===== src/rtl/lcd_cmd_pkg.sv =====
/*
  Constants, types and state for the LCD serial command front end.
  Assumes a single 100 MHz system clock; link pins are asynchronous.
*/
// How it works
// - vertical mode: bank advances per byte, past 8 wraps, column advances
// - horizontal mode: column advances per byte, past 101 wraps, bank advances
// - byte stored at column 101 bank 8 returns both pointers to zero
// - byte with select low is decoded as command, never stored
// - byte with select high is stored at pointer, then pointer advances
// - data/command select sampled at the eighth serial clock rising edge
// - bytes travel MSB first; bit 7 assembled first
// - chip enable high: clock edges ignored, receiver held initial
// - falling chip enable starts a transfer and enables reception
// - serial data captured on each serial clock rising edge while enabled
// - enable still low after a byte: next rising edge is bit 7
// - last bit completes only on its rising edge; enable rising first drops the partial byte
// - reset aborts partial byte, nothing stored, configuration reset with power-down bit set
// - enable low at reset release: ready for bit 7 at once
// - commands accepted in any order
// - basic set: 0100 yyyy loads bank pointer
// - basic set: 1xxxxxxx loads column pointer
// - extended set: 000001 tt loads temperature coefficient
// - extended set: 000010 ss loads multiplier stages
// - extended set: 00010 bbb loads bias select
// - extended select bit picks basic or extended command set
// - reset clears column and bank pointers
// - bank 8 writes store only the data LSB
package lcd_cmd_pkg;
  localparam int unsigned COL_W    = 7;
  localparam int unsigned BANK_W   = 4;
  localparam logic [6:0]  COL_LAST  = 7'h65;
  localparam logic [3:0]  BANK_LAST = 4'h8;
  localparam logic [2:0]  BIT_LAST  = 3'h7;
  localparam logic        PD_RESET  = 1'h1;

  typedef struct packed {
    logic       power_down_bit;
    logic       vertical;
    logic       extended;
    logic       display_d;
    logic       display_e;
    logic       voltage_range_select;
    logic [1:0] temp_coefficient;
    logic [1:0] multiplier_stages;
    logic [2:0] bias_select;
    logic [6:0] operating_voltage_setting;
  } config_type;

  localparam config_type CFG_RESET = '{power_down_bit: PD_RESET, default: '0};

  typedef struct packed {
    logic [COL_W-1:0]  column_pointer;
    logic [BANK_W-1:0] bank_pointer;
  } pointer_type;

  typedef struct packed {
    logic              valid;
    logic [COL_W-1:0]  column;
    logic [BANK_W-1:0] bank;
    logic [7:0]        data;
  } ram_write_type;

  typedef enum logic [1:0] {
    RX_IDLE  = 2'b01,
    RX_SHIFT = 2'b10
  } rx_state_type;
endpackage : lcd_cmd_pkg


===== src/rtl/lcd_serial_command_addressing.sv =====
/*
  Serial receiver, command decoder and address counter of an LCD driver.
  Assumes link pins asynchronous to i_clock; serial clock well below 25 MHz.
*/
`timescale 1ns/1ps
module lcd_serial_command_addressing (
  input  wire logic                    i_clock,           // 100 MHz clock
  input  wire logic                    i_arst_n,          // async reset, low
  input  wire logic                    i_reset_n,         // device reset pin, low
  input  wire logic                    i_chip_enable_n,   // link chip enable, low
  input  wire logic                    i_serial_clock,    // link serial clock
  input  wire logic                    i_serial_data_in,  // link data
  input  wire logic                    i_data_command,    // high data, low command
  output logic                         o_ram_we,          // ram write strobe
  output logic [lcd_cmd_pkg::COL_W-1:0]  o_ram_column,    // ram write column
  output logic [lcd_cmd_pkg::BANK_W-1:0] o_ram_bank,      // ram write bank
  output logic [7:0]                   o_ram_data,        // ram write data
  output lcd_cmd_pkg::config_type      o_config,          // configuration fields
  output lcd_cmd_pkg::pointer_type     o_pointer          // address pointer
);
  import lcd_cmd_pkg::*;

  // ==========================================================
  // reset release and pin synchronisers
  logic [1:0] rst_sync_q;
  logic       rst_n;
  always_ff @(posedge i_clock or negedge i_arst_n) begin
    if (!i_arst_n) rst_sync_q <= 2'h0;
    else           rst_sync_q <= {rst_sync_q[0], 1'h1};
  end
  assign rst_n = rst_sync_q[1];

  logic [4:0] meta_q, sync_q, sync_d;
  always_comb sync_d = {i_reset_n, i_chip_enable_n, i_serial_clock,
                        i_serial_data_in, i_data_command};
  always_ff @(posedge i_clock or negedge rst_n) begin
    if (!rst_n) begin
      meta_q <= 5'h18;
      sync_q <= 5'h18;
    end else begin
      meta_q <= sync_d;
      sync_q <= meta_q;
    end
  end

  logic dev_rst_n, ce_n, sclk, serial_data_in, dc;
  always_comb {dev_rst_n, ce_n, sclk, serial_data_in, dc} = sync_q;

  logic sclk_prev_q;
  always_ff @(posedge i_clock or negedge rst_n) begin
    if (!rst_n) sclk_prev_q <= 1'h0;
    else        sclk_prev_q <= sclk;
  end
  logic sclk_rise;
  assign sclk_rise = sclk & ~sclk_prev_q;

  // ==========================================================
  // serial receiver
  rx_state_type state_q, state_d;
  logic [2:0]   cnt_q, cnt_d;
  logic [6:0]   shift_q, shift_d;
  logic         byte_done;
  logic [7:0]   byte_val;
  logic         byte_dc;

  always_comb begin
    state_d   = state_q;
    cnt_d     = cnt_q;
    shift_d   = shift_q;
    byte_done = 1'h0;
    byte_val  = {shift_q, serial_data_in};
    byte_dc   = dc;
    if (!dev_rst_n || ce_n) begin
      state_d = RX_IDLE;
      cnt_d   = 3'h0;
    end else begin
      unique case (state_q)
        RX_IDLE: begin
          state_d = RX_SHIFT;
        end
        RX_SHIFT: begin
          if (sclk_rise) begin
            shift_d = {shift_q[5:0], serial_data_in};
            cnt_d   = cnt_q + 3'h1;
            if (cnt_q == BIT_LAST) begin
              byte_done = 1'h1;
              cnt_d     = 3'h0;
            end
          end
        end
      endcase
    end
  end

  always_ff @(posedge i_clock or negedge rst_n) begin
    if (!rst_n) begin
      state_q <= RX_IDLE;
      cnt_q   <= 3'h0;
      shift_q <= 7'h00;
    end else begin
      state_q <= state_d;
      cnt_q   <= cnt_d;
      shift_q <= shift_d;
    end
  end

  // ==========================================================
  // address advance
  function automatic pointer_type advance(input pointer_type p, input logic vert);
    pointer_type n;
    n = p;
    if (p.column_pointer == COL_LAST && p.bank_pointer == BANK_LAST) begin
      n = '0;
    end else if (vert) begin
      if (p.bank_pointer == BANK_LAST) begin
        n.bank_pointer   = '0;
        n.column_pointer = p.column_pointer + 7'h01;
      end else begin
        n.bank_pointer = p.bank_pointer + 4'h1;
      end
    end else begin
      if (p.column_pointer == COL_LAST) begin
        n.column_pointer = '0;
        n.bank_pointer   = p.bank_pointer + 4'h1;
      end else begin
        n.column_pointer = p.column_pointer + 7'h01;
      end
    end
    return n;
  endfunction : advance

  // ==========================================================
  // command decode and data write
  config_type    cfg_q, cfg_d;
  pointer_type   ptr_q, ptr_d;
  ram_write_type wr_q, wr_d;

  always_comb begin
    cfg_d = cfg_q;
    ptr_d = ptr_q;
    wr_d  = '0;
    wr_d.column = wr_q.column;
    wr_d.bank   = wr_q.bank;
    wr_d.data   = wr_q.data;
    if (!dev_rst_n) begin
      cfg_d = CFG_RESET;
      ptr_d = '0;
    end else if (byte_done && byte_dc) begin
      wr_d.valid  = 1'h1;
      wr_d.column = ptr_q.column_pointer;
      wr_d.bank   = ptr_q.bank_pointer;
      wr_d.data   = (ptr_q.bank_pointer == BANK_LAST) ? {7'h00, byte_val[0]}
                                                      : byte_val;
      ptr_d = advance(ptr_q, cfg_q.vertical);
    end else if (byte_done) begin
      if (byte_val[7:3] == 5'h04) begin
        cfg_d.power_down_bit = byte_val[2];
        cfg_d.vertical       = byte_val[1];
        cfg_d.extended       = byte_val[0];
      end else if (!cfg_q.extended) begin
        if (byte_val[7]) ptr_d.column_pointer = byte_val[6:0];
        else if (byte_val[7:4] == 4'h4) ptr_d.bank_pointer = byte_val[3:0];
        else if (byte_val[7:3] == 5'h01 && !byte_val[1]) begin
          cfg_d.display_d = byte_val[2];
          cfg_d.display_e = byte_val[0];
        end else if (byte_val[7:1] == 7'h08) cfg_d.voltage_range_select = byte_val[0];
      end else begin
        if (byte_val[7]) cfg_d.operating_voltage_setting = byte_val[6:0];
        else if (byte_val[7:2] == 6'h01) cfg_d.temp_coefficient = byte_val[1:0];
        else if (byte_val[7:2] == 6'h02) cfg_d.multiplier_stages = byte_val[1:0];
        else if (byte_val[7:3] == 5'h02) cfg_d.bias_select = byte_val[2:0];
      end
    end
  end

  always_ff @(posedge i_clock or negedge rst_n) begin
    if (!rst_n) begin
      cfg_q <= CFG_RESET;
      ptr_q <= '0;
      wr_q  <= '0;
    end else begin
      cfg_q <= cfg_d;
      ptr_q <= ptr_d;
      wr_q  <= wr_d;
    end
  end

  assign o_ram_we     = wr_q.valid;
  assign o_ram_column = wr_q.column;
  assign o_ram_bank   = wr_q.bank;
  assign o_ram_data   = wr_q.data;
  assign o_config     = cfg_q;
  assign o_pointer    = ptr_q;
endmodule : lcd_serial_command_addressing


===== config.mk =====
export PLATFORM = sky130hd
export DESIGN_NAME = lcd_serial_command_addressing
export DESIGN_NICKNAME = d
export VERILOG_FILES = /design/src/rtl/lcd_cmd_pkg.sv /design/src/rtl/lcd_serial_command_addressing.sv
export SDC_FILE = /design/constraint.sdc
export NUM_CORES = 1
export LEC_CHECK = 0
export ABC_AREA = 1
export BUFFER_PORTS_ARGS = -buffer_cell sky130_fd_sc_hd__buf_4
export CAP_MARGIN = 20
export CORE_AREA = 2 2 87 89
export DETAILED_ROUTE_END_ITERATION = 10
export DIE_AREA = 0 0 89 91
export PLACE_DENSITY = 0.83
export SYNTH_ARGS = -nofsm -noshare
export SYNTH_HDL_FRONTEND = slang
export SYNTH_SLANG_ARGS = --single-unit

===== constraint.sdc =====
create_clock -name i_clock -period 2.05 [get_ports i_clock]
set_input_delay 0.41 -clock i_clock [delete_from_list [all_inputs] [get_ports i_clock]]
set_output_delay 0.41 -clock i_clock [all_outputs]
set_load 0.02 [all_outputs]

==> results of run 1 <==
==> critical path, delay by kind of cell, from the launching register on <==
family          cells  cell delay [ps]
fa+ha+maj           2              290
compound gates      1              130
simple gates        6              680
buf+inv             2              310
flops               1              370
==> flip-flops by register name (all words and copies together), names as in the netlist, 2 cells and up <==
name and count:
rst_sync_q 2, o_ram_data 8, sync_q 5, cnt_q 3, o_ram_bank 4, o_pointer 11, shift_q 7, o_ram_column 7
meta_q 5, state_q 2, o_config 20
==> layout make-up <==
class | count | area [sq um] | share of cell area
clock buffers | 11 | 131 | 0.0303
clock inverters | 4 | 51.3 | 0.0118
inverters | 47 | 179 | 0.0413
multi-input cells | 304 | 1440 | 0.332
flip-flops and latches | 76 | 1910 | 0.441
well taps | 99 | 124 | 0.0286
repair buffers | 64 | 495 | 0.114
==> path summary, 6_finish.rpt <==
check,end,slack [ps]
max in group asynchronous,sync_q[3],1190
hold reg to reg,shift_q[6],190
hold / removal,meta_q[4],170
setup reg to reg,o_pointer[3],220
setup / recovery,o_pointer[3],220
min in group asynchronous,shift_q[6],190
==> per-stage QoR <==
step	utilization	setup WS, ps	std cells	cell area, sq um
finish	0.607	222	605	4330
global route	0.607	84.7	605	4330
CTS	0.606	146	605	4330
detailed placement	0.579	157	589	4130
global placement	0.579	269	589	4130
floorplan	-	447	436	3580
==> routing by layer <==
metal,routed length (um),up-vias
met5,0,-
li1,-,1497
met3,339,15
met4,113,0
met1,3320,1399
met2,3750,73
==> Yosys cell counts, types with 7 or more instances <==
master   instances
nand2_1        174
dfrtp_1         70
inv_1           40
nand3_1         26
o21ai_0         23
o21ai_1         20
nor2_1          18
buf_2            8
inv_2            7
==> logic make-up (layout without fill, tap and decap cells) <==
group	Yosys count	in the layout
XOR/XNOR	3	3
other	1	1
AND/OR/NAND/NOR	245	245
buffers and inverters	56	126
flip-flops	76	76
AO/OA/AOI/OAI	49	49
adder cells (fa/ha/maj)	6	6
==> power breakdown <==
| group | internal (mW) | switching (mW) |
|---|---|---|
| Clock | 0.556 | 0.523 |
| Sequential | 1.55 | 0.0469 |
| Combinational | 0.0924 | 0.168 |
==> timing repair <==
action	4_1_cts	5_1_grt
resized for setup	0	2
hold buffers	1	0
setup endpoints to repair	0	2
endpoints found under the hold margin	2	0
==> results by group, run 1 <==
STA
  • Final Hold Viols: 0
  • Smallest hold slack: 167 ps
  • Slew Viols, Final: 0
  • Clk_skew: 10.3 ps
  • Setup TNS: 0 ps
  • FMAX: 547 MHz
  • Final worst path period share: 0.892
  • RSZ-0062 raised after global routing: false
  • Min cycle time layout: 1830 ps
  • Endpoints failing setup: 0

Synth
  • Synth warn: 0
  • Synth Cell Area: 3570 sq um
  • Async SR Flop Fraction: 1.00
  • Yosys cell types: 28
  • Yosys reg bits: 76
  • Syn avg cell area: 8.20 sq um
  • Xor/xnor cell area share of the yosys netlist: 0.00735
  • Synth Flop Type: dfrtp_1
  • Sequential element share of the synthesized area: 0.534
  • Largest cells by area after synthesis: dfrtp_1 49%, nand2_1 18%, dfstp_2 4.4%
  • Synth area leader: dfrtp_1
  • Main combinational cell family by area after synthesis: simple AND/OR/NAND/NOR gates
  • EDFF count, synth: 0
  • Synth Area in Compound Gates: 0.0707
  • Post-synthesis simple-gate area fraction: 0.302
  • Mapped Cells: 436
  • Mux contribution to synthesized area: 0
  • Adder-cell area share of the yosys netlist: 0.0210
  • Post-synth top area share: 0.490
  • Post-Syn Nets: 449

Cells and area
  • Layout Area Growth over Synthesis: 21.1%
  • Commonest non-fill, non-tap cell in the layout: nand2_1
  • ANT cells: 0
  • Fin nets: 515
  • Layout fillers: 644
  • Commonest cells after routing, fill and taps aside: 174 x nand2_1, 69 x dfrtp_1, 62 x buf_4
  • Share of cells above drive strength 1: 0.217

Placement
  • Detailed placement HPWL: 5.57 mm
  • Port Buffers: 57
  • GPL Wtd Cong: 0.896

Power and ir drop
  • Pleak: 2.29 nW
  • Max VDD drop: 365 uV
  • Pwr/cell area: 678 nW/um^2
  • Pwr Total: 2.94 mW

GRT
  • Global Route met1 Usage: 0.277
  • Met2 GRT Util: 0.334
  • Antenna violations before repair: 0
  • First-pass GRT wire length: 13.2 mm
  • Largest net degree at the start of global routing: 41
  • Layer with the highest usage: met2
  • Vias in the first global route: 2,897
  • Total GRT Usage: 0.207
  • Grt met3 use: 0.0473
  • Overflow after GRT: 0

Die
  • Chip Width: 89 um
  • Core box area: 7140 sq um
  • Die Ht: 91 um
  • Die area: 8100 sq um
  • Initial Util: 0.501
  • Site Rows: 31
  • # IOs: 58

Routing
  • Avg WL per Cell: 12.4 um
  • DRC viols: 0
  • Detail Route Antenna Nets: 0
  • Initial DRT Pass Iterations: 4
  • DRT Wirelength: 7.53 mm
  • Vias after detailed routing: 2,984
  • Vias per cell: 4.93
  • Detailed Route Iter0 Violations: 175

Clocking
  • Skew-Pair Late Insertion Delay: 350 ps
  • Setup bufs post-CTS: 0
  • CTS Sinks: 76
  • CTS Root Buffer Type: clkbuf_8
  • H-tree depth: 3
  • Max clock buf depth: 2
  • CTS tree: done
  • Worst-path clk slew: 80 ps
  • CTS Buf Count: 9

Critical path
  • Launch point of the worst reg-to-reg path: cnt_q[0]
  • Slowest stage cell, crit path: dfrtp_1
  • Worst path cell trace: ha_1 > ha_1 > nand3_1 > nor2_4 > nand3_4 > buf_4 > nand2_1 > inv_1 > a21oi_1 > nand2_1 > nand2_1
  • Worst path arrival time: 2120 ps
  • CP most frequent cell: nand2_1
  • Worst r2r path cells: 11
  • Critical path origin: cnt_q[0]
  • CP Capture Type: flip-flop
  • Crit-path max FO: 21
  • CP required: 2340 ps
  • Crit Path Class: flip-flop to flip-flop
  • Max stage delay on crit path: 370 ps
  • Critical path launch point type: flip-flop

Job
  • Max_cap viols: 0

Min path
  • Hold Path Origin: i_reset_n
  • Hold depth: 1
  • Tightest Hold Check Type: primary input to flip-flop

Run status
  • Outcome: finished, final reports clean
Note: power is estimated with default switching activity, not from simulation.
==> inputs of run 2 (changes only) <==
- BUFFER_PORTS_ARGS: -buffer_cell sky130_fd_sc_hd__buf_4 -> default
- CORE_AREA: 2 2 87 89 -> 2 2 83 85
- DIE_AREA: 0 0 89 91 -> 0 0 85 87
- DONT_BUFFER_PORTS: default -> 1
- PLACE_DENSITY: 0.83 -> 0.81
==> run 2 against run 1 <==
Register-to-register slack worse by 50 ps. Worst setup slack worse by 51 ps. Critical path depth stayed put. Final area is 7.4% lower. Maximum frequency is 2.7% lower. Worst hold slack worse by 120 ps. Clock skew is 2.2 ps higher. Wire length is 5.1% higher. Via count is 1.8% lower. Combinational power is 26% lower. First-iteration DRC count is 4.6% higher. Cell count is 11% lower. Critical path type unchanged. Largest power group unchanged.
==> results by group, run 2 (synthesis results as in run 1) <==
Cells and area
  • Commonest non-fill, non-tap cell in the layout: nand2_1
  • Max reg flops: 20
  • Final Cell Area: 4010 sq um
  • Multi-input gate area: 1440 sq um
  • ANT cells: 0
  • Fin nets: 468
  • Layout fillers: 558
  • Share of cells above drive strength 1: 0.141
  • Seq. cell area: 1910 sq um
  • Layout Area Growth over Synthesis: 12.1%
  • Commonest cells after routing, fill and taps aside: 174 x nand2_1, 69 x dfrtp_1, 40 x inv_1

STA
  • Smallest hold slack: 50.5 ps
  • Endpoints failing setup: 0
  • Final Hold Viols: 0
  • Clk_skew: 12.6 ps
  • Final worst path period share: 0.917
  • Worst setup margin: 171 ps
  • Slew Viols, Final: 0
  • Min cycle time layout: 1880 ps
  • RSZ-0062 raised after global routing: false
  • Setup TNS: 0 ps
  • FMAX: 532 MHz

Die
  • # IOs: 58
  • Chip Width: 85 um
  • Initial Util: 0.544
  • Die Ht: 87 um
  • Core box area: 6570 sq um
  • Die area: 7400 sq um
  • Site Rows: 30

Clocking
  • CTS Buf Count: 9
  • Skew-Pair Late Insertion Delay: 350 ps
  • CTS tree: done
  • Worst-path clk slew: 80 ps
  • CTS Root Buffer Type: clkbuf_8
  • Max clock buf depth: 2
  • H-tree depth: 3
  • CTS Sinks: 76

Routing
  • Detailed Route Iter0 Violations: 183
  • Avg WL per Cell: 14.7 um
  • DRC viols: 0
  • DRT Wirelength: 7.91 mm
  • Vias after detailed routing: 2,930
  • Initial DRT Pass Iterations: 5
  • Vias per cell: 5.43
  • Detail Route Antenna Nets: 0

Power and ir drop
  • Internal Pwr Total: 2.39 mW
  • Sequential power share: 0.516
  • Clock share of power: 0.422
  • Net Sw Frac: 0.239
  • Comb pwr share: 0.061
  • Pwr/cell area: 784 nW/um^2
  • Pleak: 2.06 nW
  • Max VDD drop: 430 uV
  • Pwr Total: 3.14 mW
  • Sw Pwr: 750 uW

Critical path
  • CP Capture Type: flip-flop
  • Crit Path Class: flip-flop to flip-flop
  • CP most frequent cell: nand2_1
  • Worst r2r path cells: 11
  • Slowest stage cell, crit path: dfrtp_1
  • Worst flop-to-flop path endpoint: o_pointer[3]
  • Reg2Reg Setup Slack: 170 ps
  • Critical path launch point type: flip-flop
  • Worst path cell trace: ha_1 > ha_1 > nand3_1 > nor2_4 > nand3_4 > buf_4 > nand2_1 > inv_1 > a21oi_1 > nand2_1 > nand2_1
  • Crit-path max FO: 18
  • CP required: 2350 ps
  • Launch point of the worst reg-to-reg path: cnt_q[0]
  • Worst path arrival time: 2180 ps
  • Max stage delay on crit path: 380 ps

GRT
  • Vias in the first global route: 2,769
  • Largest net degree at the start of global routing: 40
  • Overflow after GRT: 0
  • First-pass GRT wire length: 13.1 mm
  • Total GRT Usage: 0.227
  • Antenna violations before repair: 0

Min path
  • Hold Path Origin: i_reset_n
  • Hold depth: 0
  • Hold endpoint: meta_q[4]
  • Tightest Hold Check Type: primary input to flip-flop

Placement
  • Dpl cell area: 3730 sq um
  • Worst slack, placed: 100 ps
  • GPL Wtd Cong: 0.912
  • Port Buffers: 0
  • Detailed placement HPWL: 5.71 mm

Job
  • Max_cap viols: 0

Run status
  • Outcome: finished, final reports clean
==> run 2: power by group through the flow <==
stage | Sequential, mW | Clock [mW] | Combinational, mW
finish | 1.62 | 1.33 | 0.193
global route | 1.63 | 1.40 | 0.221
CTS | 1.62 | 1.36 | 0.195
detailed placement | 1.65 | 0 | 0.190
global placement | 1.65 | 0 | 0.185
floorplan | 1.67 | 0 | 0.111
==> run 2: how the worst max path moves through the flow <==
stage | start | endpoint | slack (ps) | cells after the start
2_1_floorplan | cnt_q[0] | o_config[14] | 450 | 9
3_3_place_gp | cnt_q[0] | o_pointer[0] | 200 | 11
3_5_place_dp | cnt_q[0] | o_pointer[1] | 100 | 11
4_1_cts | cnt_q[0] | o_pointer[1] | 90 | 11
5_1_grt | cnt_q[0] | o_pointer[10] | 20 | 9
6_report | cnt_q[0] | o_pointer[3] | 170 | 11
==> run 2: timing repair <==
item	CTS	global route
resized for setup	0	3
setup endpoints to repair	0	10
setup buffers	0	3
hold buffers	1	0
endpoints found under the hold margin	2	0
==> run 2: critical path: cells and delay by family, from the launching register on <==
family	cells	cell delay, ps
buf+inv	2	320
fa+ha+maj	2	310
flops	1	380
compound gates	1	130
simple gates	6	680
==> run 2: final cells by class <==
| class | instances | area share |
|---|---|---|
| clock buffer | 13 | 0.0421 |
| timing repair buffer | 17 | 0.0356 |
| tap | 80 | 0.0250 |
| sequential | 76 | 0.477 |
| clock inverter | 3 | 0.0169 |
| inverter | 47 | 0.0453 |
| multi-input combinational | 304 | 0.359 |
==> run 2: per-stage QoR <==
stage,utilization,cells
after floorplan,-,436
after global placement,0.569,520
after detailed placement,0.569,520
after CTS,0.606,537
after global routing,0.610,540
final,0.610,540
==> run 2: per-layer routing <==
metal  vias to the layer above  track usage  routed length [um]
met2                       105        0.373                4030
met5                         -            0                   0
met1                      1401        0.280                3250
met3                        18       0.0626                 475
li1                       1406            -                   -
met4                         0        0.102                 158
==> inputs of run 3 (changes only) <==
- CORE_AREA: 2 2 83 85 -> 2 2 81 83
- CTS_BUF_LIST: default -> sky130_fd_sc_hd__clkbuf_2 sky130_fd_sc_hd__clkbuf_4 sky130_fd_sc_hd__clkbuf_8
- DIE_AREA: 0 0 85 87 -> 0 0 83 85
- PLACE_DENSITY: 0.81 -> 0.84
==> run 3 against run 2 <==
Non-clock buffer count did not move. Clock-buffer cell count did not move. Combinational power barely moved. Clock skew fell by 2.2 ps. Cell count fell by 0.74%. Global-route usage rose by 0.99 points. Wire length fell by 2.1%. Critical path depth did not move. Sequential share of layout area rose by 0.34 points. Power fell by 2.5%.
==> results by group, run 3 (synthesis results as in run 1) <==
Placement
  • Port Buffers: 0
  • GPL Wtd Cong: 0.899
  • Detailed placement HPWL: 5.62 mm

Die
  • # IOs: 58
  • Site Rows: 29
  • Core box area: 6200 sq um
  • Die Ht: 85 um
  • Chip Width: 83 um
  • Initial Util: 0.576
  • Die area: 7060 sq um

Power and ir drop
  • Max VDD drop: 531 uV
  • Pwr/cell area: 770 nW/um^2
  • Pwr Total: 3.06 mW
  • Net Sw Frac: 0.236
  • Sw Pwr: 722 uW
  • Sequential power share: 0.531
  • Internal Pwr Total: 2.34 mW
  • Comb pwr share: 0.063
  • Pleak: 2.06 nW
  • Clock share of power: 0.406

Clocking
  • Worst-path clk slew: 70 ps
  • CTS Root Buffer Type: clkbuf_8
  • CTS tree: done
  • CTS Buf Count: 9
  • Skew-Pair Late Insertion Delay: 350 ps
  • CTS Sinks: 76
  • Max clock buf depth: 2
  • H-tree depth: 3

GRT
  • Met2 GRT Util: 0.396
  • Largest net degree at the start of global routing: 37
  • Overflow after GRT: 0
  • First-pass GRT wire length: 13.2 mm
  • Global Route met1 Usage: 0.302
  • Vias in the first global route: 2,791
  • Layer with the highest usage: met2
  • Grt met3 use: 0.0525
  • Total GRT Usage: 0.237
  • Antenna violations before repair: 0

Critical path
  • CP Capture Type: flip-flop
  • Critical path launch point type: flip-flop
  • Crit Path Class: flip-flop to flip-flop
  • CP required: 2280 ps
  • Reg2Reg Setup Slack: 230 ps
  • Worst r2r path cells: 11
  • Crit-path max FO: 16
  • Worst path arrival time: 2040 ps

Min path
  • Tightest Hold Check Type: primary input to flip-flop
  • Hold depth: 0

Cells and area
  • Fin nets: 468
  • Share of cells above drive strength 1: 0.142
  • Seq. cell area: 1910 sq um
  • ANT cells: 0
  • Max reg flops: 20
  • Commonest non-fill, non-tap cell in the layout: nand2_1
  • Commonest cells after routing, fill and taps aside: 174 x nand2_1, 69 x dfrtp_1, 40 x inv_1
  • Multi-input gate area: 1440 sq um
  • Layout fillers: 510
  • Layout Area Growth over Synthesis: 11.3%

STA
  • FMAX: 551 MHz
  • Setup TNS: 0 ps
  • Min cycle time layout: 1820 ps
  • Final worst path period share: 0.886
  • RSZ-0062 raised after global routing: false
  • Clk_skew: 10.4 ps
  • Worst slew pin tran: 555 ps
  • Slew Viols, Final: 0
  • Slew HR: 0.630
  • Endpoints failing setup: 0
  • Final Hold Viols: 0

Routing
  • Vias per cell: 5.28
  • Detailed Route Iter0 Violations: 225
  • Vias after detailed routing: 2,830
  • Avg WL per Cell: 14.5 um
  • DRC viols: 0
  • DRT Wirelength: 7.75 mm
  • Detail Route Antenna Nets: 0
  • Initial DRT Pass Iterations: 5

Run status
  • Outcome: finished, final reports clean

Job
  • Max_cap viols: 0
## run 3: critical path: stages, from the launching register on
cell and delay [ps]:
dfrtp_1 390, ha_1 210, ha_1 180, nand3_1 120, nor2_4 60, nand3_4 130
buf_4 240, nand2_1 110, nand2_1 90, inv_1 50, nand3_1 60, nand2_1 60
## run 3: what timing repair did
item / CTS / global route
endpoints found under the setup margin: 0 / 8
hold buffers: 1 / 0
resized for setup: 0 / 2
endpoints found under the hold margin: 2 / 0
buffers inserted: 0 / 2
## run 3: final timing paths
check                              start            to
setup / recovery                cnt_q[0]  o_pointer[4]
max in group asynchronous  rst_sync_q[1]  o_pointer[5]
hold / removal                 i_reset_n     meta_q[4]
setup reg to reg                cnt_q[0]  o_pointer[4]
min in group asynchronous  rst_sync_q[1]    shift_q[6]
hold reg to reg            rst_sync_q[1]    shift_q[6]
## run 3: final cells by class
type                            count  share of cell area
Clock buffer                       13              0.0387
Inverter                           47              0.0450
Clock inverter                      2              0.0151
Sequential cell                    76               0.480
Multi-Input combinational cell    304               0.361
Tap cell                           77              0.0242
Timing Repair Buffer               17              0.0358
## run 3: power by group through the flow
stage	sequential [mW]	combinational, mW	clock, mW
CTS	1.63	0.193	1.27
global route	1.63	0.218	1.32
global placement	1.65	0.184	0
finish	1.63	0.193	1.25
floorplan	1.67	0.111	0
detailed placement	1.65	0.190	0
## run 3: per-stage QoR
| stage | setup WS (ps) | cells | instance area [sq um] | hold slack [ps] | util |
|---|---|---|---|---|---|
| after floorplan | 447 | 436 | 3580 | 114 | - |
| after global placement | 211 | 518 | 3740 | 114 | 0.603 |
| after detailed placement | 120 | 518 | 3740 | 114 | 0.603 |
| after CTS | 99.7 | 534 | 3960 | 44.7 | 0.639 |
| after global routing | 73.8 | 536 | 3980 | 33.0 | 0.641 |
| final | 234 | 536 | 3980 | 54.1 | 0.641 |
## run 3: routing by layer
metal / up-vias / part of all wire
li1: 1395 / -
met1: 1351 / 0.44
met2: 74 / 0.49
met3: 10 / 0.049
met4: 0 / 0.016
met5: - / 0
